==> src/rtl/ohpp_map.svh <==
// constants for the parallel host port
`ifndef OHPP_MAP_SVH
`define OHPP_MAP_SVH
`define OHPP_DATA_W     8
`define OHPP_FIFO_DEPTH 4
`define OHPP_SEL_SPI3   2'b01
`define OHPP_SEL_SPI4   2'b00
`define OHPP_SEL_P68    2'b11
`define OHPP_SEL_P80    2'b10
`define OHPP_RD_RESET   8'h00
`endif

==> src/rtl/ohpp_pkg.sv <==
// types for the parallel host port
package ohpp_pkg;
	typedef enum logic [1:0] {
		OHPP_MODE_SPI3,
		OHPP_MODE_SPI4,
		OHPP_MODE_P68,
		OHPP_MODE_P80
	} ohpp_mode_t;
endpackage

==> src/rtl/ohpp_fifo.sv <==
// small synchronous fifo with valid/ready on both sides
`timescale 1ns/10ps
module ohpp_fifo #(
	parameter int WIDTH = 9,
	parameter int DEPTH = 4
) (
	input  wire logic             i_clk,
	input  wire logic             i_rstn,
	input  wire logic             i_in_valid,
	output logic                  o_in_ready,
	input  wire logic [WIDTH-1:0] i_in_data,
	output logic                  o_out_valid,
	input  wire logic             i_out_ready,
	output logic      [WIDTH-1:0] o_out_data
);
	localparam int AW = (DEPTH > 1) ? $clog2(DEPTH) : 1;
	logic [WIDTH-1:0] mem_ff [DEPTH];
	logic [AW-1:0]    wr_ptr_ff;
	logic [AW-1:0]    rd_ptr_ff;
	logic [AW:0]      count_ff;
	wire              push;
	wire              pop;
	wire  [AW-1:0]    nxt_wr_ptr;
	wire  [AW-1:0]    nxt_rd_ptr;

	// handshakes and pointer wrap
	assign o_in_ready  = (count_ff != (AW+1)'(DEPTH));
	assign o_out_valid = (count_ff != '0);
	assign push        = i_in_valid && o_in_ready;
	assign pop         = o_out_valid && i_out_ready;
	assign nxt_wr_ptr  = (wr_ptr_ff == AW'(DEPTH-1)) ? '0 : wr_ptr_ff + 1'b1;
	assign nxt_rd_ptr  = (rd_ptr_ff == AW'(DEPTH-1)) ? '0 : rd_ptr_ff + 1'b1;
	assign o_out_data  = mem_ff[rd_ptr_ff];

	// storage
	always_ff @(posedge i_clk) begin
		if (push) begin
			mem_ff[wr_ptr_ff] <= i_in_data;
		end
	end

	// pointers and fill count
	always_ff @(posedge i_clk) begin
		if (!i_rstn) begin
			wr_ptr_ff <= '0;
			rd_ptr_ff <= '0;
			count_ff  <= '0;
		end else begin
			if (push) begin
				wr_ptr_ff <= nxt_wr_ptr;
			end
			if (pop) begin
				rd_ptr_ff <= nxt_rd_ptr;
			end
			if (push && !pop) begin
				count_ff <= count_ff + 1'b1;
			end else if (pop && !push) begin
				count_ff <= count_ff - 1'b1;
			end
		end
	end
endmodule

==> src/rtl/ohpp_port.sv <==
// device-side decoder of the 68xx/80xx parallel host port
// How it works
// RULE1: data/command select high marks the written byte as display data.
// RULE2: data/command select low routes the written byte to the command register.
// RULE3: 68xx cycle starts when enable rises while chip select is low.
// RULE4: 68xx direction high means read, low means write.
// RULE5: 80xx read starts on read strobe low with chip select low; drive bus.
// RULE6: 80xx write starts on write strobe low with chip select low; take byte.
// RULE7: in serial modes the host ties the enable/read strobe low.
// RULE8: in serial modes the host ties the direction/write strobe low.
// RULE9: bus activity is ignored unless chip select is low.
// RULE10: two select pins choose spi3, spi4, 68xx or 80xx.
// RULE11: host keeps data/command and direction steady during a strobe.
`timescale 1ns/10ps
`include "ohpp_map.svh"
module ohpp_port #(
	parameter int DATA_W     = `OHPP_DATA_W,
	parameter int FIFO_DEPTH = `OHPP_FIFO_DEPTH
) (
	input  wire logic              i_clk,
	input  wire logic              i_rstn,
	input  wire logic              i_interface_select_a,
	input  wire logic              i_interface_select_b,
	input  wire logic              i_cs_n,
	input  wire logic              i_dc,
	input  wire logic              i_strobe_e_rd,
	input  wire logic              i_strobe_rw_wr,
	input  wire logic [DATA_W-1:0] i_host_data_bus,
	output logic      [DATA_W-1:0] o_host_data_bus,
	output logic                   o_host_data_bus_oe,
	input  wire logic [DATA_W-1:0] i_read_data,
	output logic                   o_read_req,
	output logic                   o_read_is_data,
	output logic                   o_cmd_valid,
	output logic      [DATA_W-1:0] o_cmd_byte,
	output logic                   o_pix_valid,
	input  wire logic              i_pix_ready,
	output logic      [DATA_W-1:0] o_pix_byte,
	output logic                   o_wr_overflow,
	output ohpp_pkg::ohpp_mode_t   o_mode
);
	import ohpp_pkg::*;

	// three-stage synchronisers: stage 1 feeds only stage 2
	logic [2:0]        s1_ff;
	logic [2:0]        s2_ff;
	logic [2:0]        s3_ff;
	logic [2:0]        stb_ff;
	logic [DATA_W-1:0] d1_ff;
	logic [DATA_W-1:0] d2_ff;
	logic [DATA_W-1:0] d3_ff;
	logic [1:0]        bs1_ff;
	logic [1:0]        bs2_ff;
	logic [1:0]        bs3_ff;
	logic [1:0]        bs_ff;
	wire  [1:0]        nxt_bs;
	logic              dc1_ff;
	logic              dc2_ff;
	logic              dc3_ff;
	wire  [2:0]        raw_ctl;
	wire  [2:0]        nxt_stb;

	assign raw_ctl = {i_cs_n, i_strobe_e_rd, i_strobe_rw_wr};

	// stable value: update once stages 2 and 3 agree
	genvar g;
	generate
		for (g = 0; g < 3; g++) begin : g_ctl
			assign nxt_stb[g] = (s2_ff[g] == s3_ff[g]) ? s3_ff[g] : stb_ff[g];
		end
	endgenerate

	always_ff @(posedge i_clk) begin
		if (!i_rstn) begin
			s1_ff  <= 3'h4;
			s2_ff  <= 3'h4;
			s3_ff  <= 3'h4;
			stb_ff <= 3'h4;
		end else begin
			s1_ff  <= raw_ctl;
			s2_ff  <= s1_ff;
			s3_ff  <= s2_ff;
			stb_ff <= nxt_stb;
		end
	end

	// data, select and data/command pins; select settles when stages 2 and 3 agree, data and d/c are qualified by the stable strobes
	always_ff @(posedge i_clk) begin
		if (!i_rstn) begin
			d1_ff  <= '0;
			d2_ff  <= '0;
			d3_ff  <= '0;
			bs1_ff <= 2'h0;
			bs2_ff <= 2'h0;
			bs3_ff <= 2'h0;
			bs_ff  <= 2'h0;
			dc1_ff <= 1'b0;
			dc2_ff <= 1'b0;
			dc3_ff <= 1'b0;
		end else begin
			d1_ff  <= i_host_data_bus;
			d2_ff  <= d1_ff;
			d3_ff  <= d2_ff;
			bs1_ff <= {i_interface_select_b, i_interface_select_a};
			bs2_ff <= bs1_ff;
			bs3_ff <= bs2_ff;
			bs_ff  <= nxt_bs;
			dc1_ff <= i_dc;
			dc2_ff <= dc1_ff;
			dc3_ff <= dc2_ff;
		end
	end

	// mode decode from the select pins, taken once stages 2 and 3 agree
	wire [1:0]  sel_code;
	ohpp_mode_t nxt_mode;
	assign nxt_bs   = (bs2_ff == bs3_ff) ? bs3_ff : bs_ff;
	assign sel_code = bs_ff;
	assign nxt_mode = (sel_code == `OHPP_SEL_P68)  ? OHPP_MODE_P68 :   // RULE10
	                  (sel_code == `OHPP_SEL_P80)  ? OHPP_MODE_P80 :   // RULE10
	                  (sel_code == `OHPP_SEL_SPI3) ? OHPP_MODE_SPI3 :  // RULE10
	                                                 OHPP_MODE_SPI4;   // RULE10

	// strobe decode; gated by mode, so serial modes ignore both strobes
	wire cs_act;
	wire e_lvl;
	wire rw_lvl;
	wire is68;
	wire is80;
	wire act68;
	wire act80_rd;
	wire act80_wr;
	wire rd_act;
	wire wr_act;
	logic rd_act_ff;
	logic wr_act_ff;
	assign cs_act   = !stb_ff[2];                            // RULE9
	assign e_lvl    = stb_ff[1];
	assign rw_lvl   = stb_ff[0];
	assign is68     = (o_mode == OHPP_MODE_P68);
	assign is80     = (o_mode == OHPP_MODE_P80);
	assign act68    = is68 && cs_act && e_lvl;               // RULE3
	assign act80_rd = is80 && cs_act && !e_lvl;              // RULE5
	assign act80_wr = is80 && cs_act && !rw_lvl && e_lvl;    // RULE6
	assign rd_act   = (act68 && rw_lvl) || act80_rd;         // RULE4
	assign wr_act   = (act68 && !rw_lvl) || act80_wr;        // RULE4

	// a write is taken at the end of its strobe, with data and d/c stable
	wire wr_end;
	wire rd_start;
	wire wr_pix;
	wire wr_cmd;
	wire pix_in_ready;
	assign wr_end   = wr_act_ff && !wr_act;                  // RULE11
	assign rd_start = rd_act && !rd_act_ff;
	assign wr_pix   = wr_end && dc3_ff;                      // RULE1
	assign wr_cmd   = wr_end && !dc3_ff;                     // RULE2

	// strobe history, mode and command outputs
	always_ff @(posedge i_clk) begin
		if (!i_rstn) begin
			rd_act_ff      <= 1'b0;
			wr_act_ff      <= 1'b0;
			o_mode         <= OHPP_MODE_SPI4;
			o_cmd_valid    <= 1'b0;
			o_cmd_byte     <= '0;
			o_read_req     <= 1'b0;
			o_read_is_data <= 1'b0;
			o_wr_overflow  <= 1'b0;
		end else begin
			rd_act_ff      <= rd_act;
			wr_act_ff      <= wr_act;
			o_mode         <= nxt_mode;
			o_cmd_valid    <= wr_cmd;                        // RULE2
			o_read_req     <= rd_start;                      // RULE5
			o_wr_overflow  <= wr_pix && !pix_in_ready;
			if (wr_cmd) begin
				o_cmd_byte <= d3_ff;                         // RULE2
			end
			if (rd_start) begin
				o_read_is_data <= dc3_ff;
			end
		end
	end

	// drive the bus only during an active read strobe
	always_ff @(posedge i_clk) begin
		if (!i_rstn) begin
			o_host_data_bus    <= `OHPP_RD_RESET;
			o_host_data_bus_oe <= 1'b0;
		end else begin
			o_host_data_bus_oe <= rd_act;                    // RULE5
			if (rd_act) begin
				o_host_data_bus <= i_read_data;              // RULE4
			end
		end
	end

	// display data passes through the fifo to the pixel sink
	wire              pix_valid_w;
	wire [DATA_W-1:0] pix_data_w;
	wire              fifo_pop_ready;
	assign fifo_pop_ready = !o_pix_valid || i_pix_ready;

	ohpp_fifo #(
		.WIDTH (DATA_W),
		.DEPTH (FIFO_DEPTH)
	) u_fifo (
		.i_clk       (i_clk),
		.i_rstn      (i_rstn),
		.i_in_valid  (wr_pix),
		.o_in_ready  (pix_in_ready),
		.i_in_data   (d3_ff),
		.o_out_valid (pix_valid_w),
		.i_out_ready (fifo_pop_ready),
		.o_out_data  (pix_data_w)
	);

	// registered output stage of the pixel stream
	always_ff @(posedge i_clk) begin
		if (!i_rstn) begin
			o_pix_valid <= 1'b0;
			o_pix_byte  <= '0;
		end else if (fifo_pop_ready) begin
			o_pix_valid <= pix_valid_w;                      // RULE1
			o_pix_byte  <= pix_data_w;
		end
	end
endmodule

==> config.mk <==
export PLATFORM = sky130hd
export DESIGN_NAME = ohpp_port
export DESIGN_NICKNAME = d
export VERILOG_FILES = /design/src/rtl/ohpp_pkg.sv /design/src/rtl/ohpp_fifo.sv /design/src/rtl/ohpp_port.sv
export VERILOG_INCLUDE_DIRS = /design/src /design/src/rtl
export SDC_FILE = /design/constraint.sdc
export NUM_CORES = 1
export LEC_CHECK = 0
export ABC_CLOCK_PERIOD_IN_PS = 6350
export BUFFER_PORTS_ARGS = -buffer_cell sky130_fd_sc_hd__buf_4
export CAP_MARGIN = 0
export CORE_MARGIN = 2
export CORE_UTILIZATION = 37
export CTS_CLUSTER_DIAMETER = 100
export CTS_CLUSTER_SIZE = 30
export DETAILED_ROUTE_END_ITERATION = 10
export SLEW_MARGIN = 20
export SYNTH_ARGS = -nofsm -noshare
export SYNTH_HDL_FRONTEND = slang
export SYNTH_HIERARCHICAL = 1
export SYNTH_SLANG_ARGS = --single-unit
==> constraint.sdc <==
create_clock -name i_clk -period 6.35 [get_ports i_clk]
set_input_delay 0.635 -clock i_clk [delete_from_list [all_inputs] [get_ports i_clk]]
set_output_delay 0.635 -clock i_clk [all_outputs]
set_load 0.05 [all_outputs]
==> flow_summary.toml, run 1 <==
[cts]
clkSlewWorstSetupHoldPaths_ps = 50
cts_max_level = 4
cts-root-buf = "clkbuf_16"
cts_hold_buf = 0
cts_buffers = 17
max-clock-path-buffers = 2
clock_latency_ps = 410
ctsResizeCount = 0
postCtsSetupBuffers = 0
clkSinkCount = 121
cts_tree = "yes"

[worst_setup_path]
worstReg2RegStart = "o_pix_valid$_SDFFE_PN0P_"
ff2ff_setup_slack_ps = 3380
timing.critical_path.arrival_ps = 3300
cp-start-kind = "flip-flop"
worstSetupEndpointType = "flip-flop"
cp_launch_point = "o_pix_valid$_SDFFE_PN0P_"
required_ps = 6680
r2r.worst_path.cells = 9
critical-path-slowest-cell = "nor2b_1"
crit_path_cell_trace = "nor2b_1, inv_2, o31ai_1, ha_1, inv_1, fa_1, xor2_1, or3_2, a21boi_0"
critPathMaxStageDelay_ps = 710
r2r_end = "u_fifo/count_ff[2]$_SDFFE_PN0P_"
criticalPathCategory = "reg2reg"
critical_path_peak_fanout = 10

[die]
design.portCount = 57
die_area_mm2 = 0.01233
fp-row-count = 39
fp.coreArea_mm2 = 0.01132
die_wd_um = 111.1
floorplan.initialDensity_pct = 37.46
die_y_um = 111.1

[grt]
groute.usage.overall_pct = 12.83
pin_count_of_the_biggest_net_entering_global_routing = 111
first_global_vias = 2571
gr-total-overflow = 0
grt_pass1_wl_um = 12360
antenna_found_initial = 0

[hold_path]
hold_depth = 1
worstHoldEndpoint = "o_mode[0]$_SDFF_PN1_"
hp-class = "reg2reg"
holdCritStartpoint = "bs_ff[0]$_SDFFE_PN0N_"

[final_layout]
syn_to_final_growth_pct = 26.14
antenna_cells = 0
stdcell_area_mm2 = 0.005349
core_util_final_pct = 47.25
finalNonFillerCells = 557
nets = 433
fraction_of_final_layout_cells_sized_beyond_drive_strength_1_pct = 24.64

[status]
status = "complete, no violations"

[timing]
tns_setup_ps = 0
worstMarginPinSlew_ps = 896.5
setup-violations-final = 0
rsz0062_at_grt = "no"
min_period_over_period_pct = 46.79
final_period_minus_worst_setup_slack_ps = 2971
pins_over_slew_limit = 0
timing.fmax_mhz = 336.6
relSlewSlack_pct = 40.23
final.setup_skew_ps = 9.136
hold_viol_final = 0

[drt]
detail_route.drc_violations = 0
first_drt_iteration_drcs = 111
firstDrtPassIters = 4
final_antenna_net_count = 0
routed_via_density = 4.603
route.detailed.wl_per_inst_um = 13.19
vias = 2564
wirelength_um = 7345

[power_and_ir_drop]
power-per-cell-area_mw_per_mm2 = 336.6
ir_drop_v = 0.0002322
total_leakage_power_nw = 2.130
total_power_mw = 1.800

[placement]
dpl-instance-area_mm2 = 0.004753
place.port_buffers = 56
gp_congestion = 0.7600
detailed_place_hpwl_um = 4769
dp_cells = 525

[logic_synthesis]
synth_compound_area_share_pct = 4.544
synthesis.yosys.warnings = 6
synth_simple_gate_area_share_pct = 16.41
synth_xor_area_share_pct = 0.8262
post_synth_num_cell_types = 41
synth_ff_type = "dfxtp_1"
postSynthRegisterBits = 121
synth_top_family_by_area = "simple AND/OR/NAND/NOR gates"
post_synth_arst_share_pct = 0
synthCells = 344
syn-cell-area_mm2 = 0.004240
synth_nets = 376
synth_sequential_area_ratio_pct = 64.68
synthesis.area_per_instance_um2 = 12.33
count_of_flip_flops_with_a_built_in_enable_after_synthesis = 32
post_synth_mux_area_share_pct = 8.734
synthAdderAreaFrac_pct = 2.243

[run]
maxCapViolCount = 0
[logic make-up after synthesis]
kind of cell             count (synthesis)
AND/OR/NAND/NOR                        132
flip-flops                             121
AO/OA/AOI/OAI                           29
multiplexers                            27
buffers and inverters                   24
adder cells (fa/ha/maj)                  7
XOR/XNOR                                 4
[worst max path at each step]
stage | to | slack (ps) | depth (start not counted)
6_report | u_fifo/count_ff[2]$_SDFFE_PN0P_ | 3380 | 9
3_3_place_gp | u_fifo/count_ff[2]$_SDFFE_PN0P_ | 3050 | 10
2_1_floorplan | u_fifo/count_ff[2]$_SDFFE_PN0P_ | 3740 | 10
4_1_cts | u_fifo/count_ff[2]$_SDFFE_PN0P_ | 3340 | 9
5_1_grt | u_fifo/count_ff[2]$_SDFFE_PN0P_ | 3050 | 9
3_5_place_dp | u_fifo/count_ff[2]$_SDFFE_PN0P_ | 2960 | 10
[sequential cells by signal (all words and copies together) (netlist names), 2 cells and up, named ones only]
register          cells
bs1_ff                2
bs2_ff                2
bs3_ff                2
bs_ff                 2
d1_ff                 8
d2_ff                 8
d3_ff                 8
o_cmd_byte            8
o_host_data_bus       8
o_mode                2
o_pix_byte            8
s1_ff                 3
s2_ff                 3
s3_ff                 3
stb_ff                3
u_fifo/count_ff       3
u_fifo/mem_ff        32
u_fifo/rd_ptr_ff      2
u_fifo/wr_ptr_ff      2
[stage by stage]
stage	worst slack (ps)	hold WS, ps
floorplan	3741	366.9
CTS	3339	396.2
finish	3379	399.6
global placement	3047	381.5
detailed placement	2960	390.7
global route	3050	410.6
[cell type report]
class / count / area, um2
Fill cell: 1026 / 5972
Inverter: 6 / 22.52
Clock buffer: 24 / 471.7
Tap cell: 143 / 178.9
Sequential cell: 121 / 2743
Multi-Input combinational cell: 199 / 1393
Clock inverter: 8 / 120.1
Timing Repair Buffer: 56 / 420.4
[synth_stat cells, types with 2 or more instances]
master	count	area, um2
buf_1	2	7.510
mux2i_1	19	190.2
inv_1	5	18.77
o2bb2ai_1	2	17.52
dfxtp_1	89	1782
edfxtp_1	32	960.9
nor2_1	4	15.01
buf_2	5	25.02
and2_1	44	275.3
and3_2	4	30.03
nand2_1	61	229.0
clkbuf_1	8	30.03
nand3_1	2	10.01
nand2b_1	5	31.28
o21ai_0	6	30.03
mux4_2	8	180.2
nor2b_1	2	12.51
ha_1	6	75.07
or3_2	2	15.01
xnor2_1	3	26.28
a21oi_1	4	20.02
a21boi_1	12	90.09
[power by group]
group | leakage (nW) | total [mW] | switching, mW | internal [mW]
logic | 0.783 | 0.0432 | 0.0226 | 0.0206
clock network | 0.284 | 0.948 | 0.313 | 0.635
registers | 1.06 | 0.809 | 0.00588 | 0.803
[layout by cell type (no fill, tap or decap), types with 6 or more instances in the layout]
master     synthesis  final
buf_4              1     56
nand2_1           61     61
a21boi_1          12     12
and2_1            44     44
dfxtp_1           89     89
o21ai_0            6      6
edfxtp_1          32     32
mux4_2             8      8
ha_1               6      6
clkbuf_16          0     17
mux2i_1           19     19
[worst max-delay path, delay by kind of cell (launching register included)]
kind                       cells  cell delay, ps
AOI/OAI and AO/OA              2             370
xor gates and xnor gates       1             160
adders and majority gates      2             660
buffers and inverters          2             290
DFF                            1             330
and+or+nand+nor                2            1110
[metal layers]
layer | vias to the layer above | track usage [%] | part of all wire (%)
li1 | 1275 | - | -
met1 | 1223 | 15.76 | 46
met2 | 58 | 20.04 | 48
met3 | 8 | 4.757 | 4.3
met4 | 0 | 6.173 | 1.4
met5 | - | 0 | 0
Note: power is estimated with default switching activity, not from simulation.
==> run 2, diff against run 1 <==
- ABC_AREA: not set -> 1
- ABC_CLOCK_PERIOD_IN_PS: 6350 -> 2950
- clock period: 6.35 -> 2.95 ns (I/O delays scaled with it)
==> flow_summary.toml, run 2 <==
[die]
die_y_um = 113.0
fp-row-count = 39
floorplan.initialDensity_pct = 38.19
die_area_mm2 = 0.01277
fp.coreArea_mm2 = 0.01152
design.portCount = 57
die_wd_um = 113.0

[final_layout]
fraction_of_final_layout_cells_sized_beyond_drive_strength_1_pct = 20.54
syn_to_final_growth_pct = 25.80
stdcell_area_mm2 = 0.005533
largest_reg_flops = 32
fillerInstances = 1097
antenna_cells = 0
finalNonFillerCells = 698
final_cell_mix = "inv_1, dfxtp_1, nand2_1, nor2_1, buf_4"
nets = 574
top_register = "u_fifo/mem_ff"

[logic_synthesis]
synthesis.yosys.warnings = 6
synth_sequential_area_ratio_pct = 62.36
post_synth_arst_share_pct = 0
synth_compound_area_share_pct = 6.401
post_synth_most_frequent_cells = "dfxtp_1, inv_1, nand2_1"
netlist_top_cells_area = "dfxtp_1, edfxtp_1, inv_1"
synthAdderAreaFrac_pct = 2.162
synth_top_family_by_area = "simple AND/OR/NAND/NOR gates"
postSynthRegisterBits = 121
synth_simple_gate_area_share_pct = 18.78
synthCells = 480
count_of_flip_flops_with_a_built_in_enable_after_synthesis = 32
syn-cell-area_mm2 = 0.004398
synth_nets = 512
synth_ff_type = "dfxtp_1"
synth_top_area_cell = "dfxtp_1"
synth_largest_type_area_fraction_pct = 40.51
synth_xor_area_share_pct = 0.3983
synthesis.area_per_instance_um2 = 9.162
post_synth_num_cell_types = 29
post_synth_mux_area_share_pct = 0

[cts]
cts_max_level = 4
clock_latency_ps = 410
postCtsSetupBuffers = 0
cts_hold_buf = 0
clkSlewWorstSetupHoldPaths_ps = 50
cts_tree = "yes"
ctsResizeCount = 0
cts_buffers = 17
clkSinkCount = 121
cts-root-buf = "clkbuf_16"
max-clock-path-buffers = 2

[drt]
final_antenna_net_count = 0
vias = 3064
detail_route.drc_violations = 4
first_drt_iteration_drcs = 195
firstDrtPassIters = 8
route.detailed.wl_per_inst_um = 11.36
wirelength_um = 7928
routed_via_density = 4.390

[timing]
setup-violations-final = 0
relSlewSlack_pct = 54.25
rsz0062_at_grt = "no"
final_period_minus_worst_setup_slack_ps = 2199
hold_viol_final = 0
tns_setup_ps = 0
worstMarginPinSlew_ps = 686.2
min_period_over_period_pct = 74.55
pins_over_slew_limit = 0
timing.fmax_mhz = 454.7
whs_ps = 63.28
final.setup_skew_ps = 5.642

[worst_setup_path]
ff2ff_setup_slack_ps = 750
critical-path-slowest-cell = "fa_1"
worstSetupEndpointType = "flip-flop"
setup_crit_end = "u_fifo/count_ff[1]$_SDFFE_PN0P_"
r2r.worst_path.cells = 12
cp_launch_point = "stb_ff[1]$_SDFFE_PN0N_"
path_common_cell = "inv_1"
criticalPathCategory = "reg2reg"
required_ps = 3250
critical-path-top-delay-family = "adder cells"
r2r_end = "u_fifo/count_ff[1]$_SDFFE_PN0P_"
crit_buf_inv = 4
crit_path_cell_trace = "inv_2, nor2_4, nand2_2, nand3_1, inv_1, nand2_2, inv_1, ha_1, inv_1, fa_1, o21ai_0, nor2_1"
critical_path_peak_fanout = 11
critPathMaxStageDelay_ps = 410
cp-start-kind = "flip-flop"
worst-path-stages = 12
worstReg2RegStart = "stb_ff[1]$_SDFFE_PN0N_"
timing.critical_path.arrival_ps = 2500

[placement]
gp_congestion = 0.7440
dpl-instance-area_mm2 = 0.004915
place.port_buffers = 56
dp_cells = 666
detailed_place_hpwl_um = 5358

[grt]
groute.layer.met1.usage_pct = 15.12
groute.usage.overall_pct = 13.36
global_route.peak_usage_layer = "met2"
grt_pass1_wl_um = 13250
first_global_vias = 2902
gr-total-overflow = 0
antenna_found_initial = 0
met2_track_demand_over_resource_pct = 21.12
global_routing_usage_on_met3_pct = 6.427
pin_count_of_the_biggest_net_entering_global_routing = 77

[power_and_ir_drop]
ir_drop_v = 0.0003622
power-per-cell-area_mw_per_mm2 = 842.6
total_leakage_power_nw = 2.663

[hold_path]
hp-class = "in2reg"

[run]
maxCapViolCount = 0

[status]
violated_checks = "design-rule violations"
status = "finished with violations"
-- run 2: changes by cell type in the layout (fill, tap and decap cells not counted), moves of 8 or more --
| cell | previous run | this run |
|---|---|---|
| o21ai_0 | 6 | 33 |
| mux4_2 | 8 | 0 |
| a21boi_1 | 12 | 0 |
| mux2i_1 | 19 | 0 |
| nor2_1 | 4 | 75 |
| and2_1 | 44 | 0 |
| nor2_2 | 0 | 8 |
| nand4_1 | 1 | 9 |
| inv_1 | 5 | 89 |
| nand2_1 | 61 | 80 |
| o22ai_1 | 0 | 8 |
-- run 2: kinds of logic after synthesis --
kind of cell               Yosys count
buffers and inverters              107
AOI/OAI and AO/OA                   52
xor gates and xnor gates             2
DFF                                121
adders and majority gates            7
and+or+nand+nor                    191
-- run 2: layout make-up --
type                            instances  area [um2]  area share (%)
Timing Repair Buffer                   56       420.4           7.598
Multi-Input combinational cell        252        1220           22.05
Clock inverter                         12       140.1           2.533
Tap cell                              143       178.9           3.234
Sequential cell                       121        2743           49.57
Clock buffer                           20       478.0           8.639
Inverter                               94       352.8           6.377
-- run 2: metrics by stage --
stage / utilization (%) / setup slack, ps / power [mW]
final: 48.04 / 750.8 / 4.662
after global routing: 48.04 / 500.5 / 4.885
after CTS: 48.04 / 732.1 / 4.712
after detailed placement: 42.68 / 711.0 / 2.609
after global placement: 42.68 / 815.7 / 2.589
after floorplan: - / 646.2 / 2.440
-- run 2: worst min path at each step --
stage | slack, ps | endpoint | from | cells past startpoint
floorplan | 360 | o_mode[0]$_SDFF_PN1_ | bs_ff[0]$_SDFFE_PN0N_ | 1
global placement | 370 | o_mode[0]$_SDFF_PN1_ | bs_ff[0]$_SDFFE_PN0N_ | 1
detailed placement | 370 | o_mode[0]$_SDFF_PN1_ | bs_ff[0]$_SDFFE_PN0N_ | 1
CTS | 50 | bs1_ff[1]$_SDFF_PN0_ | i_interface_select_b | 3
global route | 50 | bs1_ff[1]$_SDFF_PN0_ | i_interface_select_b | 3
finish | 60 | bs1_ff[1]$_SDFF_PN0_ | i_interface_select_b | 3
-- run 2: routing by layer --
metal  vias to the layer above  share of wire [%]
met3                        17                6.1
met5                         -                  0
met1                      1380                 45
met4                         0                2.2
met2                        65                 47
li1                       1602                  -
-- run 2: tightest hold or removal path, stage by stage --
cell     delay [ps]
buf_4            70
nand2_1          40
inv_1            40
-- run 2: where the power goes --
part	internal (mW)	switching [mW]	leakage [nW]
Combinational	0.233	0.443	1.28
Clock	1.34	0.748	0.294
Sequential	1.80	0.0903	1.09
Total	3.38	1.28	2.66
